### config.mk
export PLATFORM = sky130hd
export DESIGN_NAME = sfpf_fifo
export DESIGN_NICKNAME = d
export VERILOG_FILES = /design/src/sfpf_pkg.sv /design/src/sfpf_sync_if.sv /design/src/sfpf_sync.sv /design/src/sfpf_fifo.sv
export SDC_FILE = /design/constraint.sdc
export NUM_CORES = 1
export LEC_CHECK = 0
export ABC_CLOCK_PERIOD_IN_PS = 10100
export BUFFER_PORTS_ARGS = -buffer_cell sky130_fd_sc_hd__buf_2
export CAP_MARGIN = 20
export CORE_ASPECT_RATIO = 0.9
export CORE_MARGIN = 4
export CORE_UTILIZATION = 40
export DETAILED_ROUTE_END_ITERATION = 8
export GPL_TIMING_DRIVEN = 0
export SLEW_MARGIN = 40
export SYNTH_ARGS = -nofsm -noshare
export SYNTH_HDL_FRONTEND = slang
export SYNTH_SLANG_ARGS = --single-unit
### constraint.sdc
create_clock -name clk -period 10.1 [get_ports clk]
set_clock_uncertainty 0.15 [all_clocks]
set_input_delay 2.02 -clock clk [delete_from_list [all_inputs] [get_ports clk]]
set_output_delay 2.02 -clock clk [all_outputs]
set_load 0.005 [all_outputs]
### src/sfpf_pkg.sv
// Purpose: Constants shared by the programmable-flag FIFO and its pin sampler.
// Assumes: One system clock; every device pin is sampled into that clock.
// Notes:   Pin vector indices describe how the top packs its raw pins.
// Function
// - After reset outputs read low when enabled, released when disabled.
// - Second enable pin sampled at reset selects dual-enable or load mode.
// - Read and write clocks may keep running during reset.
// - Dual-enable mode writes while first enable low and second high.
// - Load mode writes while first enable low and load high, independent of reads.
// - Both read enables low advance read pointer and present next word.
// - Output enable high releases outputs; low drives the output register.
// - Writes ignored when full, reads ignored when empty.
// - Empty FIFO keeps last valid word on the outputs.
// - Load writes fill offset registers in cyclic four-register order.
// - Four 8-bit offset registers, reached only through the load pin.
// - Sequence position survives raising load; next access continues.
// - Load low with reads enabled reads offsets in same cyclic order.
// - Almost-empty low at or below empty offset, high above, on read clock.
// - Almost-full low at depth minus full offset, high when room exceeds it.
// - Default empty and full offsets are seven.
// - Dual-ported array of 9-bit words, independent read and write pointers.
// - First word appears one read cycle after empty flag rises.
// - Full and empty deassertion may slip one edge on close clock edges.
// - Partial flags may change only on the following own-clock edge.
// - Full flag low when full, updated only by write clock, blocks writes.
// - Empty flag low when empty, updated only by read clock, blocks reads.
package sfpf_pkg;

  localparam int DATA_WIDTH  = 9;
  localparam int OFFSET_WIDTH = 8;
  localparam int DEPTH_DEFAULT = 64;

  localparam logic [7:0] EMPTY_OFFSET_LOW_RESET  = 8'h07;
  localparam logic [7:0] EMPTY_OFFSET_HIGH_RESET = 8'h00;
  localparam logic [7:0] FULL_OFFSET_LOW_RESET   = 8'h07;
  localparam logic [7:0] FULL_OFFSET_HIGH_RESET  = 8'h00;

  typedef enum logic [1:0] {
    SEL_EMPTY_LOW  = 2'h0,
    SEL_EMPTY_HIGH = 2'h1,
    SEL_FULL_LOW   = 2'h2,
    SEL_FULL_HIGH  = 2'h3
  } sfpf_sel_type;

  localparam int PIN_COUNT     = 17;
  localparam int PIN_DATA_LSB  = 0;
  localparam int PIN_OE_N      = 9;
  localparam int PIN_SECOND_READ_ENABLE_N_N    = 10;
  localparam int PIN_FIRST_READ_ENABLE_N_N    = 11;
  localparam int PIN_SECOND_WRITE_ENABLE_OR_LOAD   = 12;
  localparam int PIN_FIRST_WRITE_ENABLE_N_N    = 13;
  localparam int PIN_RESET_N   = 14;
  localparam int PIN_RCLK      = 15;
  localparam int PIN_WCLK      = 16;

endpackage

### src/sfpf_sync_if.sv
// Purpose: Carries raw pins into the sampler and sampled pins back out.
// Assumes: Width set by the user of the interface.
// Notes:   None.
`timescale 1ns/1ps
interface sfpf_sync_if #(parameter int WIDTH = 1);
  logic [WIDTH-1:0] raw;
  logic [WIDTH-1:0] synced;
  modport sampler (input raw, output synced);
  modport user (output raw, input synced);
endinterface

### src/sfpf_sync.sv
// Purpose: Two-flop sampler for a vector of asynchronous pins.
// Assumes: Bits are independent levels; no bus coherence is needed.
// Notes:   The first stage feeds only the second stage.
`timescale 1ns/1ps
module sfpf_sync #(
  parameter int WIDTH = 1
) (
  // Clock and reset
  input wire logic clk,
  input wire logic rstn,
  // Pins
  sfpf_sync_if.sampler port
);

  typedef struct packed {
    logic [WIDTH-1:0] stage1;
    logic [WIDTH-1:0] stage2;
  } sfpf_sync_state_type;

  sfpf_sync_state_type cur;
  sfpf_sync_state_type next_state;

  always_comb begin
    next_state        = cur;
    next_state.stage1 = port.raw;
    next_state.stage2 = cur.stage1;
  end

  always_ff @(posedge clk or negedge rstn) begin
    if (!rstn) begin
      // Flush to the idle high level, so that no active-low pin looks
      // asserted and no pin reset is seen while the stages refill.
      cur <= '1;
    end else begin
      cur <= next_state;
    end
  end

  assign port.synced = cur.stage2;

endmodule // sfpf_sync

### src/sfpf_fifo.sv
// Purpose: FIFO of 9-bit words with empty, full and programmable flags.
// Assumes: Device clocks arrive as pins and are edge-detected on clk.
// Notes:   Both device clocks must be well below half the clk rate.
`timescale 1ns/1ps
module sfpf_fifo
  import sfpf_pkg::*;
#(
  parameter int DEPTH = sfpf_pkg::DEPTH_DEFAULT
) (
  // System clock and reset
  input  wire logic                            clk,
  input  wire logic                            rstn,
  // Write port pins
  input  wire logic                            write_clock,
  input  wire logic                            first_write_enable_n,
  input  wire logic                            second_write_enable_or_load,
  input  wire logic [sfpf_pkg::DATA_WIDTH-1:0] data_in,
  // Read port pins
  input  wire logic                            read_clock,
  input  wire logic                            first_read_enable_n,
  input  wire logic                            second_read_enable_n,
  input  wire logic                            output_enable_n,
  input  wire logic                            reset_n,
  // Data outputs, three-state as data plus enable
  output logic      [sfpf_pkg::DATA_WIDTH-1:0] data_out,
  output logic                                 data_out_oe_n,
  // Flags
  output logic                                 empty_flag_n,
  output logic                                 full_flag_n,
  output logic                                 almost_empty_flag_n,
  output logic                                 almost_full_flag_n
);

  import sfpf_pkg::*;

  localparam int AW = $clog2(DEPTH);
  localparam logic [15:0] DEPTH_W = 16'(DEPTH);

  typedef struct packed {
    logic                  wclk_prev;
    logic                  rclk_prev;
    logic                  dual_mode;
    logic [AW:0]           wptr;
    logic [AW:0]           rptr;
    sfpf_sel_type          sel;
    logic [7:0]            empty_offset_low;
    logic [7:0]            empty_offset_high;
    logic [7:0]            full_offset_low;
    logic [7:0]            full_offset_high;
    logic [DATA_WIDTH-1:0] dout;
    logic                  oe_n;
    logic                  ef_n;
    logic                  ff_n;
    logic                  pae_n;
    logic                  paf_n;
  } sfpf_state_type;

  sfpf_state_type        cur;
  sfpf_state_type        next_state;
  logic [DATA_WIDTH-1:0] mem [DEPTH];

  // Every pin, device clocks included, passes two flops first.
  sfpf_sync_if #(.WIDTH(PIN_COUNT)) pins ();

  assign pins.raw = {write_clock, read_clock, reset_n,
                     first_write_enable_n, second_write_enable_or_load,
                     first_read_enable_n, second_read_enable_n,
                     output_enable_n, data_in};

  sfpf_sync #(.WIDTH(PIN_COUNT)) u_sync (
    .clk  (clk),
    .rstn (rstn),
    .port (pins)
  );

  logic                  wclk_s;
  logic                  rclk_s;
  logic                  rst_s_n;
  logic                  first_write_enable_n_s_n;
  logic                  second_write_enable_or_load_s;
  logic                  ren_s;
  logic                  oe_s_n;
  logic [DATA_WIDTH-1:0] din_s;
  logic                  wr_edge;
  logic                  rd_edge;
  logic                  off_wr;
  logic                  off_rd;
  logic                  fifo_wr;
  logic                  fifo_rd;
  logic [15:0]           n_value;
  logic [15:0]           m_value;
  logic [AW:0]           ptr_diff;

  assign wclk_s    = pins.synced[PIN_WCLK];
  assign rclk_s    = pins.synced[PIN_RCLK];
  assign rst_s_n   = pins.synced[PIN_RESET_N];
  assign first_write_enable_n_s_n  = pins.synced[PIN_FIRST_WRITE_ENABLE_N_N];
  assign second_write_enable_or_load_s = pins.synced[PIN_SECOND_WRITE_ENABLE_OR_LOAD];
  assign ren_s     = !pins.synced[PIN_FIRST_READ_ENABLE_N_N] && !pins.synced[PIN_SECOND_READ_ENABLE_N_N];
  assign oe_s_n    = pins.synced[PIN_OE_N];
  assign din_s     = pins.synced[PIN_DATA_LSB +: DATA_WIDTH];

  // Clock edges are seen even during device reset, so free-running
  // clocks need no special care.
  assign wr_edge = wclk_s && !cur.wclk_prev;
  assign rd_edge = rclk_s && !cur.rclk_prev;

  assign n_value = {cur.empty_offset_high, cur.empty_offset_low};
  assign m_value = {cur.full_offset_high, cur.full_offset_low};
  assign ptr_diff = cur.wptr - cur.rptr;

  // Load mode routes the second pin to the offset registers.
  assign off_wr = rst_s_n && wr_edge && !cur.dual_mode && !first_write_enable_n_s_n
                  && !second_write_enable_or_load_s;
  assign off_rd = rst_s_n && rd_edge && !cur.dual_mode && !second_write_enable_or_load_s
                  && ren_s;
  // Full blocks writes whatever the enables say.
  assign fifo_wr = rst_s_n && wr_edge && !first_write_enable_n_s_n && cur.ff_n
                   && second_write_enable_or_load_s;
  // Empty blocks reads; an offset read takes the cycle instead.
  assign fifo_rd = rst_s_n && rd_edge && ren_s && cur.ef_n
                   && (cur.dual_mode || second_write_enable_or_load_s);

  always_comb begin
    logic [AW:0] count;
    logic [15:0] count_w;
    logic [15:0] free_w;
    count      = '0;
    count_w    = '0;
    free_w     = '0;
    next_state = cur;
    next_state.wclk_prev = wclk_s;
    next_state.rclk_prev = rclk_s;
    next_state.oe_n      = oe_s_n;
    if (!rst_s_n) begin
      // Pin reset: empty, outputs low, mode taken from the pin.
      next_state.dual_mode         = second_write_enable_or_load_s;
      next_state.wptr              = '0;
      next_state.rptr              = '0;
      next_state.sel               = SEL_EMPTY_LOW;
      next_state.empty_offset_low  = EMPTY_OFFSET_LOW_RESET;
      next_state.empty_offset_high = EMPTY_OFFSET_HIGH_RESET;
      next_state.full_offset_low   = FULL_OFFSET_LOW_RESET;
      next_state.full_offset_high  = FULL_OFFSET_HIGH_RESET;
      next_state.dout              = '0;
      next_state.ef_n              = 1'b0;
      next_state.ff_n              = 1'b1;
      next_state.pae_n             = 1'b0;
      next_state.paf_n             = 1'b1;
    end else begin
      // One shared position; a simultaneous write and read both act and step it once.
      if (off_wr) begin
        case (cur.sel)
          SEL_EMPTY_LOW:  next_state.empty_offset_low  = din_s[7:0];
          SEL_EMPTY_HIGH: next_state.empty_offset_high = din_s[7:0];
          SEL_FULL_LOW:   next_state.full_offset_low   = din_s[7:0];
          SEL_FULL_HIGH:  next_state.full_offset_high  = din_s[7:0];
          default:        next_state.empty_offset_low  = din_s[7:0];
        endcase
      end
      if (off_rd) begin
        case (cur.sel)
          SEL_EMPTY_LOW:  next_state.dout = {1'b0, cur.empty_offset_low};
          SEL_EMPTY_HIGH: next_state.dout = {1'b0, cur.empty_offset_high};
          SEL_FULL_LOW:   next_state.dout = {1'b0, cur.full_offset_low};
          SEL_FULL_HIGH:  next_state.dout = {1'b0, cur.full_offset_high};
          default:        next_state.dout = '0;
        endcase
      end
      // Position wraps after four and is kept when load rises.
      if (off_wr || off_rd) begin
        next_state.sel = sfpf_sel_type'(2'(cur.sel + 2'h1));
      end
      if (fifo_wr) begin
        next_state.wptr = cur.wptr + 1'b1;
      end
      // Without a read the output register holds its word.
      if (fifo_rd) begin
        next_state.dout = mem[cur.rptr[AW-1:0]];
        next_state.rptr = cur.rptr + 1'b1;
      end
      // Pointers carry one extra bit so full and empty differ.
      count   = next_state.wptr - next_state.rptr;
      count_w = 16'(count);
      free_w  = DEPTH_W - count_w;
      // Both clocks are sampled on clk, so edge ordering is exact and
      // no extra deferral is ever needed.
      if (rd_edge) begin
        // Empty rises here; the first word follows on the next edge.
        next_state.ef_n  = (count_w != 16'h0000);
        next_state.pae_n = (count_w > n_value);
      end
      if (wr_edge) begin
        next_state.ff_n  = (count_w != DEPTH_W);
        next_state.paf_n = (free_w > m_value);
      end
    end
  end

  always_ff @(posedge clk or negedge rstn) begin
    if (!rstn) begin
      // The sampler flushes high, so the edge history starts high too;
      // otherwise the first clk after rstn would show a false edge.
      cur                   <= '0;
      cur.wclk_prev         <= 1'b1;
      cur.rclk_prev         <= 1'b1;
      cur.empty_offset_low  <= EMPTY_OFFSET_LOW_RESET;
      cur.empty_offset_high <= EMPTY_OFFSET_HIGH_RESET;
      cur.full_offset_low   <= FULL_OFFSET_LOW_RESET;
      cur.full_offset_high  <= FULL_OFFSET_HIGH_RESET;
      cur.dual_mode <= 1'b1;
      cur.oe_n      <= 1'b1;
      cur.ff_n      <= 1'b1;
      cur.paf_n     <= 1'b1;
    end else begin
      cur <= next_state;
    end
  end

  // Dual-ported storage, written at the write pointer only.
  always_ff @(posedge clk) begin
    if (fifo_wr) begin
      mem[cur.wptr[AW-1:0]] <= din_s;
    end
  end

  assign data_out            = cur.dout;
  assign data_out_oe_n       = cur.oe_n;
  assign empty_flag_n        = cur.ef_n;
  assign full_flag_n         = cur.ff_n;
  assign almost_empty_flag_n = cur.pae_n;
  assign almost_full_flag_n  = cur.paf_n;
endmodule // sfpf_fifo

==> summary.md, run 1 <==
| Metric | Value |
|---|---|
| Maximum buffer depth of the clock tree | `3` |
| RSZ-0062 raised after global routing | `false` |
| Port buffer count | `32` |
| Combinational share of power | `0.009` |
| Routability Congestion | `about 0.85` |
| Most numerous cell in the Yosys netlist | `edfxtp_1` |
| Clock Power Share | `0.437` |
| Tcrit/Tclk final | `0.5594` |
| Final Core Density | `0.4600` |
| Num CTS Buffers | `between 60 and 70` |
| Synth top area share | `0.6335` |
| WHS | `between 200 and 250 ps` |
| Fmax | `about 0.18 GHz` |
| Synth Area in Compound Gates | `0.02447` |
| Net count reported at finish | `approximately 1600` |
| Register share of total power | `0.553` |
| Adder-Cell Fraction of Synth Area | `0.01673` |
| Vias post-DR | `between 10000 and 15000` |
| Fraction of registers with async set or reset after synthesis | `0.1467` |
| I/O pins | `33` |
| Post-CTS setup buffer count | `0` |
| Tmin final | `5650 ps` |
| Arr. time, crit path | `6030 ps` |
| DP HPWL | `roughly 42000 µm` |
| Core area | `just under 0.07 mm²` |
| Flops & latches, synth | `about 680` |
| Setup TNS | `0 ps` |
| Yosys warning total | `0` |
| Overall Power | `between 5000 and 6000 µW` |
| Final WL | `approximately 66000 µm` |
| Post-Syn Instances | `1401` |
| Worst hold path type | `flip-flop to flip-flop` |
| Fillers | `between 5000 and 6000` |
| Maximum vdd ir drop | `0.1165 mV` |
| Residual DRC | `0` |
| Final Max Tran Viols | `0` |
| CTS root buf | `clkbuf_16` |
| Starting Density | `0.4055` |
| Initial antenna violation count | `1` |
| Setup crit end kind | `flip-flop` |
| Largest family of logic cells by synthesized area | `multiplexers` |
| Clk_lat worst skew | `600 ps` |
| GRT Total Usage | `0.1826` |
| Area Growth Syn to Fin | `13.45%` |
| Htree depth | `3` |
| Setup CP Type | `flip-flop to flip-flop` |
| Initial drt markers | `between 1500 and 2000` |
| Max Cap Viol | `0` |
| XOR/XNOR Fraction of Synth Area | `0.008844` |
| Leakage | `between 0.009 and 0.01 µW` |
| Mean Syn Cell Area | `between 15 and 20 µm²` |
| Crit start category | `flip-flop` |
| Post-synth top cells | `edfxtp_1 (576), mux4_2 (189), nor2_1 (74)` |
| Crit path max fanout | `9` |
| Post-Place Cells | `2311` |
| Pre-antenna DRT Iters | `7` |
| Main synth FF type | `edfxtp_1` |
| Die width | `283.4 µm` |
| Largest cells by area after synthesis | `edfxtp_1 (63%), mux4_2 (16%), dfrtp_1 (4.9%), dfstp_2 (4.4%), ha_1 (1.6%)` |
| P per Cell Area | `roughly 180 mW/mm²` |
| Num rows | `90` |
| Syn_nets | `roughly 1500` |
| Final setup viols | `0` |
| Clk sinks | `675` |
| Mux contribution to synthesized area | `0.1596` |
| Synth cell types | `59` |
| Worst Max-Slew Pin Slew | `approximately 920 ps` |
| Post-Synth Simple-Gate Area | `0.04605` |
| Post-CTS Hold Fix Bufs | `0` |
| Final std cells w/o fill | `around 2400` |
| Cell-internal power | `4466 µW` |
| Yosys top cell by area | `edfxtp_1` |
| Relative slew slack | `0.3868` |
| Outcome | `completed` |
| Clk slew on worst S/H paths | `around 60 ps` |
| Mapped Area | `0.02730 mm²` |
| Number of synthesized flops with an enable pin | `roughly 580` |
| Sw frac | `0.2007` |
| First-pass GRT wire length | `slightly below 100000 µm` |
| # resized after CTS | `0` |
| WP data required | `roughly 10000 ps` |
| Largest net degree at the start of global routing | `73` |
| Sw Pwr | `1121 µW` |
| Die H | `255.9 µm` |
| Via density | `between 5 and 6` |
| CTS tree | `built` |
| GRT overflow | `0` |
| Share of cells above drive strength 1 | `0.3122` |
| Vias in the first global route | `between 10000 and 15000` |
| WL/cell | `27.16 µm` |
| Final Hold Viols | `0` |
| Die Area | `0.07251 mm²` |
| Seq/Total Area, Yosys | `0.7263` |
| Post-DRT Antenna Nets | `0` |
[cell usage in the layout (no fill, tap or decap), types with 4 or more instances in the layout]
| cell type | count |
|---|---|
| a222oi_1 | 8 |
| xor2_1 | 10 |
| bufinv_16 | 4 |
| ha_1 | 34 |
| clkbuf_2 | 8 |
| a21oi_1 | 21 |
| clkbuf_16 | 70 |
| nor3_1 | 6 |
| clkinv_2 | 11 |
| mux4_2 | 189 |
| inv_1 | 35 |
| nand3_1 | 55 |
| nor2b_1 | 18 |
| clkinv_1 | 13 |
| dfstp_4 | 9 |
| clkbuf_1 | 52 |
| a21boi_0 | 26 |
| o21ai_0 | 16 |
| o21a_1 | 6 |
| buf_4 | 12 |
| nand2_1 | 59 |
| buf_2 | 53 |
| nand4_1 | 5 |
| xnor2_1 | 12 |
| nand2b_1 | 6 |
| inv_6 | 4 |
| nor2_2 | 61 |
| nor2_1 | 13 |
| nor4_1 | 4 |
| dfstp_2 | 37 |
| edfxtp_1 | 576 |
| mux2i_1 | 9 |
| a21o_1 | 5 |
| and2_1 | 5 |
| dfrtp_1 | 53 |
[area by class of cell]
class,count,area (µm²),share of cell area
diodes,1,2.502,0.00008078
plain buffers,78,371.6,0.01200
clock buffers,88,1849,0.05970
clock inverters,35,290.3,0.009371
inverters,36,135.1,0.004362
multi-input cells,612,7149,0.2308
flip-flops and latches,675,19870,0.6413
well taps,874,1094,0.03530
repair buffers,36,220.2,0.007109
[registers in the layout, summed over array words and instances (netlist names)]
register and flops:
data_out 9, u_sync.port.synced 17, almost_empty_flag_n 1, u_sync.cur 17, cur 51, mem 576
full_flag_n 1, data_out_oe_n 1, almost_full_flag_n 1, empty_flag_n 1
[path summary, 6_finish.rpt]
path | slack [ps] | endpoint | start | cells after the start
worst min register to register | 200 | data_out_oe_n | u_sync.port.synced[9] | 0
worst max-delay path | 4450 | almost_full_flag_n | u_sync.port.synced[14] | 21
max in group asynchronous | 8010 | u_sync.port.synced[9] | rstn | 2
worst max register to register | 4450 | almost_full_flag_n | u_sync.port.synced[14] | 21
worst min-delay path | 200 | data_out_oe_n | u_sync.port.synced[9] | 0
min in group asynchronous | 1110 | cur[20] | rstn | 1
[logic make-up (layout without fill, tap and decap cells)]
kind of cell	after synthesis	in the layout
buf+inv	114	273
xor+xnor	25	25
other cells	0	1
fa+ha+maj	36	36
compound gates	97	97
simple gates	255	255
mux	199	199
flops	675	675
[per-stage QoR]
stage / setup slack, ps / instance area (µm²)
5_1_grt: 4131 / 30970
3_5_place_dp: 4505 / 28820
2_1_floorplan: 5409 / 27300
4_1_cts: 4482 / 30960
3_3_place_gp: 4508 / 28560
6_report: 4450 / 30980
[power groups by stage]
stage	sequential, µW	combinational, µW	clock (µW)
after floorplan	3120	27.4	0
after global placement	3150	50.4	0
after detailed placement	3150	53.2	0
after CTS	3090	53.5	2480
after global routing	3090	58.3	2600
final	3090	52.4	2440
[routing by layer]
metal  global-route usage  routed length [µm]
met2               0.2813               30930
met3              0.04702                5475
met4              0.04257                1563
met5                    0                  19
met1               0.2638               28140
[critical path, cell delays in order (launching register included)]
cell and delay, ps:
dfstp_2 540, nand4bb_1 100, buf_2 180, or4_4 520
buf_6 190, inv_1 60, nand2_1 240, nor2_1 230
xor2_1 290, ha_1 370, or4_4 570, nand4_4 120
nor4_1 60, nor2_1 550, ha_1 370, a21o_1 160
a21o_1 160, a21oi_1 170, o21ai_0 130, nand2_1 80
nand3_1 80, a31o_2 240
No activity file was read; power rests on OpenSTA's default activity.
==> run 2: changes to the inputs <==
--- a/config.mk
+++ b/config.mk
@@ -5,7 +5,7 @@
 export SDC_FILE = /design/constraint.sdc
 export NUM_CORES = 1
 export LEC_CHECK = 0
-export ABC_CLOCK_PERIOD_IN_PS = 10100
+export ABC_CLOCK_PERIOD_IN_PS = 5000
 export BUFFER_PORTS_ARGS = -buffer_cell sky130_fd_sc_hd__buf_2
 export CAP_MARGIN = 20
 export CORE_ASPECT_RATIO = 0.9
==> constraint.sdc (replaced) <==
create_clock -name clk -period 5 [get_ports clk]
set_clock_uncertainty 0.15 [all_clocks]
set_input_delay 1 -clock clk [delete_from_list [all_inputs] [get_ports clk]]
set_output_delay 1 -clock clk [all_outputs]
set_load 0.005 [all_outputs]
==> summary.md, run 2 (synthesis gave the netlist of run 1 again) <==
| Metric | Value |
|---|---|
| Crit start category | `flip-flop` |
| Die Area | `~0.073 mm²` |
| Core area | `around 0.067 mm²` |
| Via density | `between 5 and 6` |
| Starting Density | `0.4055` |
| Most frequent cells in the layout | `edfxtp_1 (576), mux4_2 (189), clkbuf_16 (70)` |
| Seq. cell area | `between 0.015 and 0.02 mm²` |
| Final WL | `between 60000 and 70000 µm` |
| CP startpoint | `u_sync.port.synced[14]` |
| Fmax | `between 0.2 and 0.25 GHz` |
| Share of cells above drive strength 1 | `0.3371` |
| CTS tree | `built` |
| Max Cap Viol | `0` |
| Vias post-DR | `13970` |
| Clk sinks | `approximately 680` |
| Metal2 WL | `between 30000 and 40000 µm` |
| Setup crit end | `almost_full_flag_n` |
| GRT Total Usage | `0.1829` |
| Largest register FFs | `about 580` |
| DP HPWL | `42270 µm` |
| P per Cell Area | `360.1 mW/mm²` |
| Die H | `around 260 µm` |
| Num CTS Buffers | `69` |
| Reg2Reg Depth | `21` |
| RR Startpoint | `u_sync.port.synced[14]` |
| Pre-antenna DRT Iters | `5` |
| Tcrit/Tclk final | `0.9638` |
| Final Max Tran Viols | `0` |
| Clk slew on worst S/H paths | `approximately 60 ps` |
| Fin worst setup slack | `approximately 180 ps` |
| Final setup viols | `0` |
| Final Hold Viols | `0` |
| Crit path max fanout | `7` |
| Net count reported at finish | `1583` |
| Pre-CTS setup slack | `-594.8 ps` |
| Initial antenna violation count | `1` |
| Area Growth Syn to Fin | `14.89%` |
| Arr. time, crit path | `approximately 5200 ps` |
| Outcome | `completed` |
| Htree depth | `3` |
| Maximum buffer depth of the clock tree | `3` |
| Met3 Routed Length | `~5300 µm` |
| Fillers | `~5600` |
| Setup CP Type | `flip-flop to flip-flop` |
| Multi-input logic area | `between 0.007 and 0.008 mm²` |
| Worst hold path type | `input port to async pin` |
| Uppermost routed layer | `met5` |
| Port buffer count | `32` |
| WL/cell | `around 27 µm` |
| Commonest non-fill, non-tap cell in the layout | `edfxtp_1` |
| Leakage | `0.01000 µW` |
| WP data required | `approximately 5400 ps` |
| Overall Power | `~11000 µW` |
| Initial drt markers | `roughly 1600` |
| Largest net degree at the start of global routing | `73` |
| I/O pins | `33` |
| Vias in the first global route | `13980` |
| First-pass GRT wire length | `roughly 97000 µm` |
| Worst reg2reg endpoint | `almost_full_flag_n` |
| Relative slew slack | `0.3871` |
| CTS root buf | `clkbuf_16` |
| Maximum vdd ir drop | `approximately 0.24 mV` |
| Clk_lat worst skew | `600 ps` |
| Routability Congestion | `roughly 0.85` |
| Tmin final | `4819 ps` |
| Num rows | `90` |
| Post-DRT Antenna Nets | `0` |
| # diodes | `0` |
| Worst Max-Slew Pin Slew | `919.4 ps` |
| Setup crit end kind | `flip-flop` |
| Internal reg-to-reg setup slack | `roughly 180 ps` |
| Residual DRC | `0` |
| Die width | `about 280 µm` |
| Post-Route M1 WL | `about 28000 µm` |
| GRT overflow | `0` |
==> run 2: cell count changes in the layout (fill, tap and decap cells not counted), sizes merged <==
cell,change
buf,+22
clkbuf,-1
diode,-1
==> run 2: where the power goes <==
| part | internal, µW | switching [µW] |
|---|---|---|
| clock | 2830 | 2110 |
| sequential | 6150 | 93.9 |
| combinational | 46.6 | 67.2 |
==> run 2: how the worst min path moves through the flow <==
stage	to	depth (start not counted)	slack, ps	from
global placement	data_out_oe_n	0	200	u_sync.port.synced[9]
detailed placement	data_out_oe_n	0	200	u_sync.port.synced[9]
finish	cur[20]	1	100	rstn
CTS	cur[21]	1	90	rstn
global route	cur[19]	1	90	rstn
floorplan	data_out_oe_n	0	200	u_sync.port.synced[9]
==> run 2: final cells by class <==
class                           count  share of cell area
Buffer                             77             0.01236
Clock buffer                       88             0.05895
Clock inverter                     35            0.009253
Inverter                           36            0.004307
Multi-Input combinational cell    612              0.2346
Sequential cell                   675              0.6332
Tap cell                          874             0.03486
Timing Repair Buffer               58             0.01240
==> run 2: per-layer routing <==
| layer | up-vias | track usage |
|---|---|---|
| met5 | - | 0 |
| met4 | 2 | 0.04271 |
| met3 | 102 | 0.04844 |
| met2 | 527 | 0.2814 |
| met1 | 7440 | 0.2638 |
| li1 | 5899 | - |
==> run 2: through the flow <==
step | hold slack, ps | util | setup TNS (ps) | cells | cell area (µm²)
2_1_floorplan | 195.2 | - | 0 | 1401 | 27300
3_3_place_gp | 195.3 | 0.4241 | -592.2 | 2307 | 28560
3_5_place_dp | 197.2 | 0.4279 | -594.8 | 2311 | 28820
4_1_cts | 85.33 | 0.4620 | 0 | 2438 | 31110
5_1_grt | 90.81 | 0.4659 | -27.28 | 2455 | 31370
6_report | 97.68 | 0.4659 | 0 | 2455 | 31370
==> run 2: worst max-delay path, cell delays in order, from the launching register on <==
cell       delay [ps]
dfstp_2           560
nand4bb_1         130
buf_6             170
or4_4             430
buf_12            170
inv_2              60
nand2_4            90
nor2_4            190
xor2_4            210
ha_4              250
nor2b_2           170
a32oi_2           260
nand4_4           150
buf_6             150
nor4_4            280
xnor2_1           130
ha_1              310
nand4_1           100
o41a_1            390
nand2_1            70
nand3_1            80
a31o_2            240
==> run 2: repair_timing <==
item,4_1_cts,5_1_grt
setup endpoints to repair,1,1
hold buffers,0,0
gates cloned,0,0
buffers inserted,4,18
gates resized for setup,19,27
pin swaps,8,17
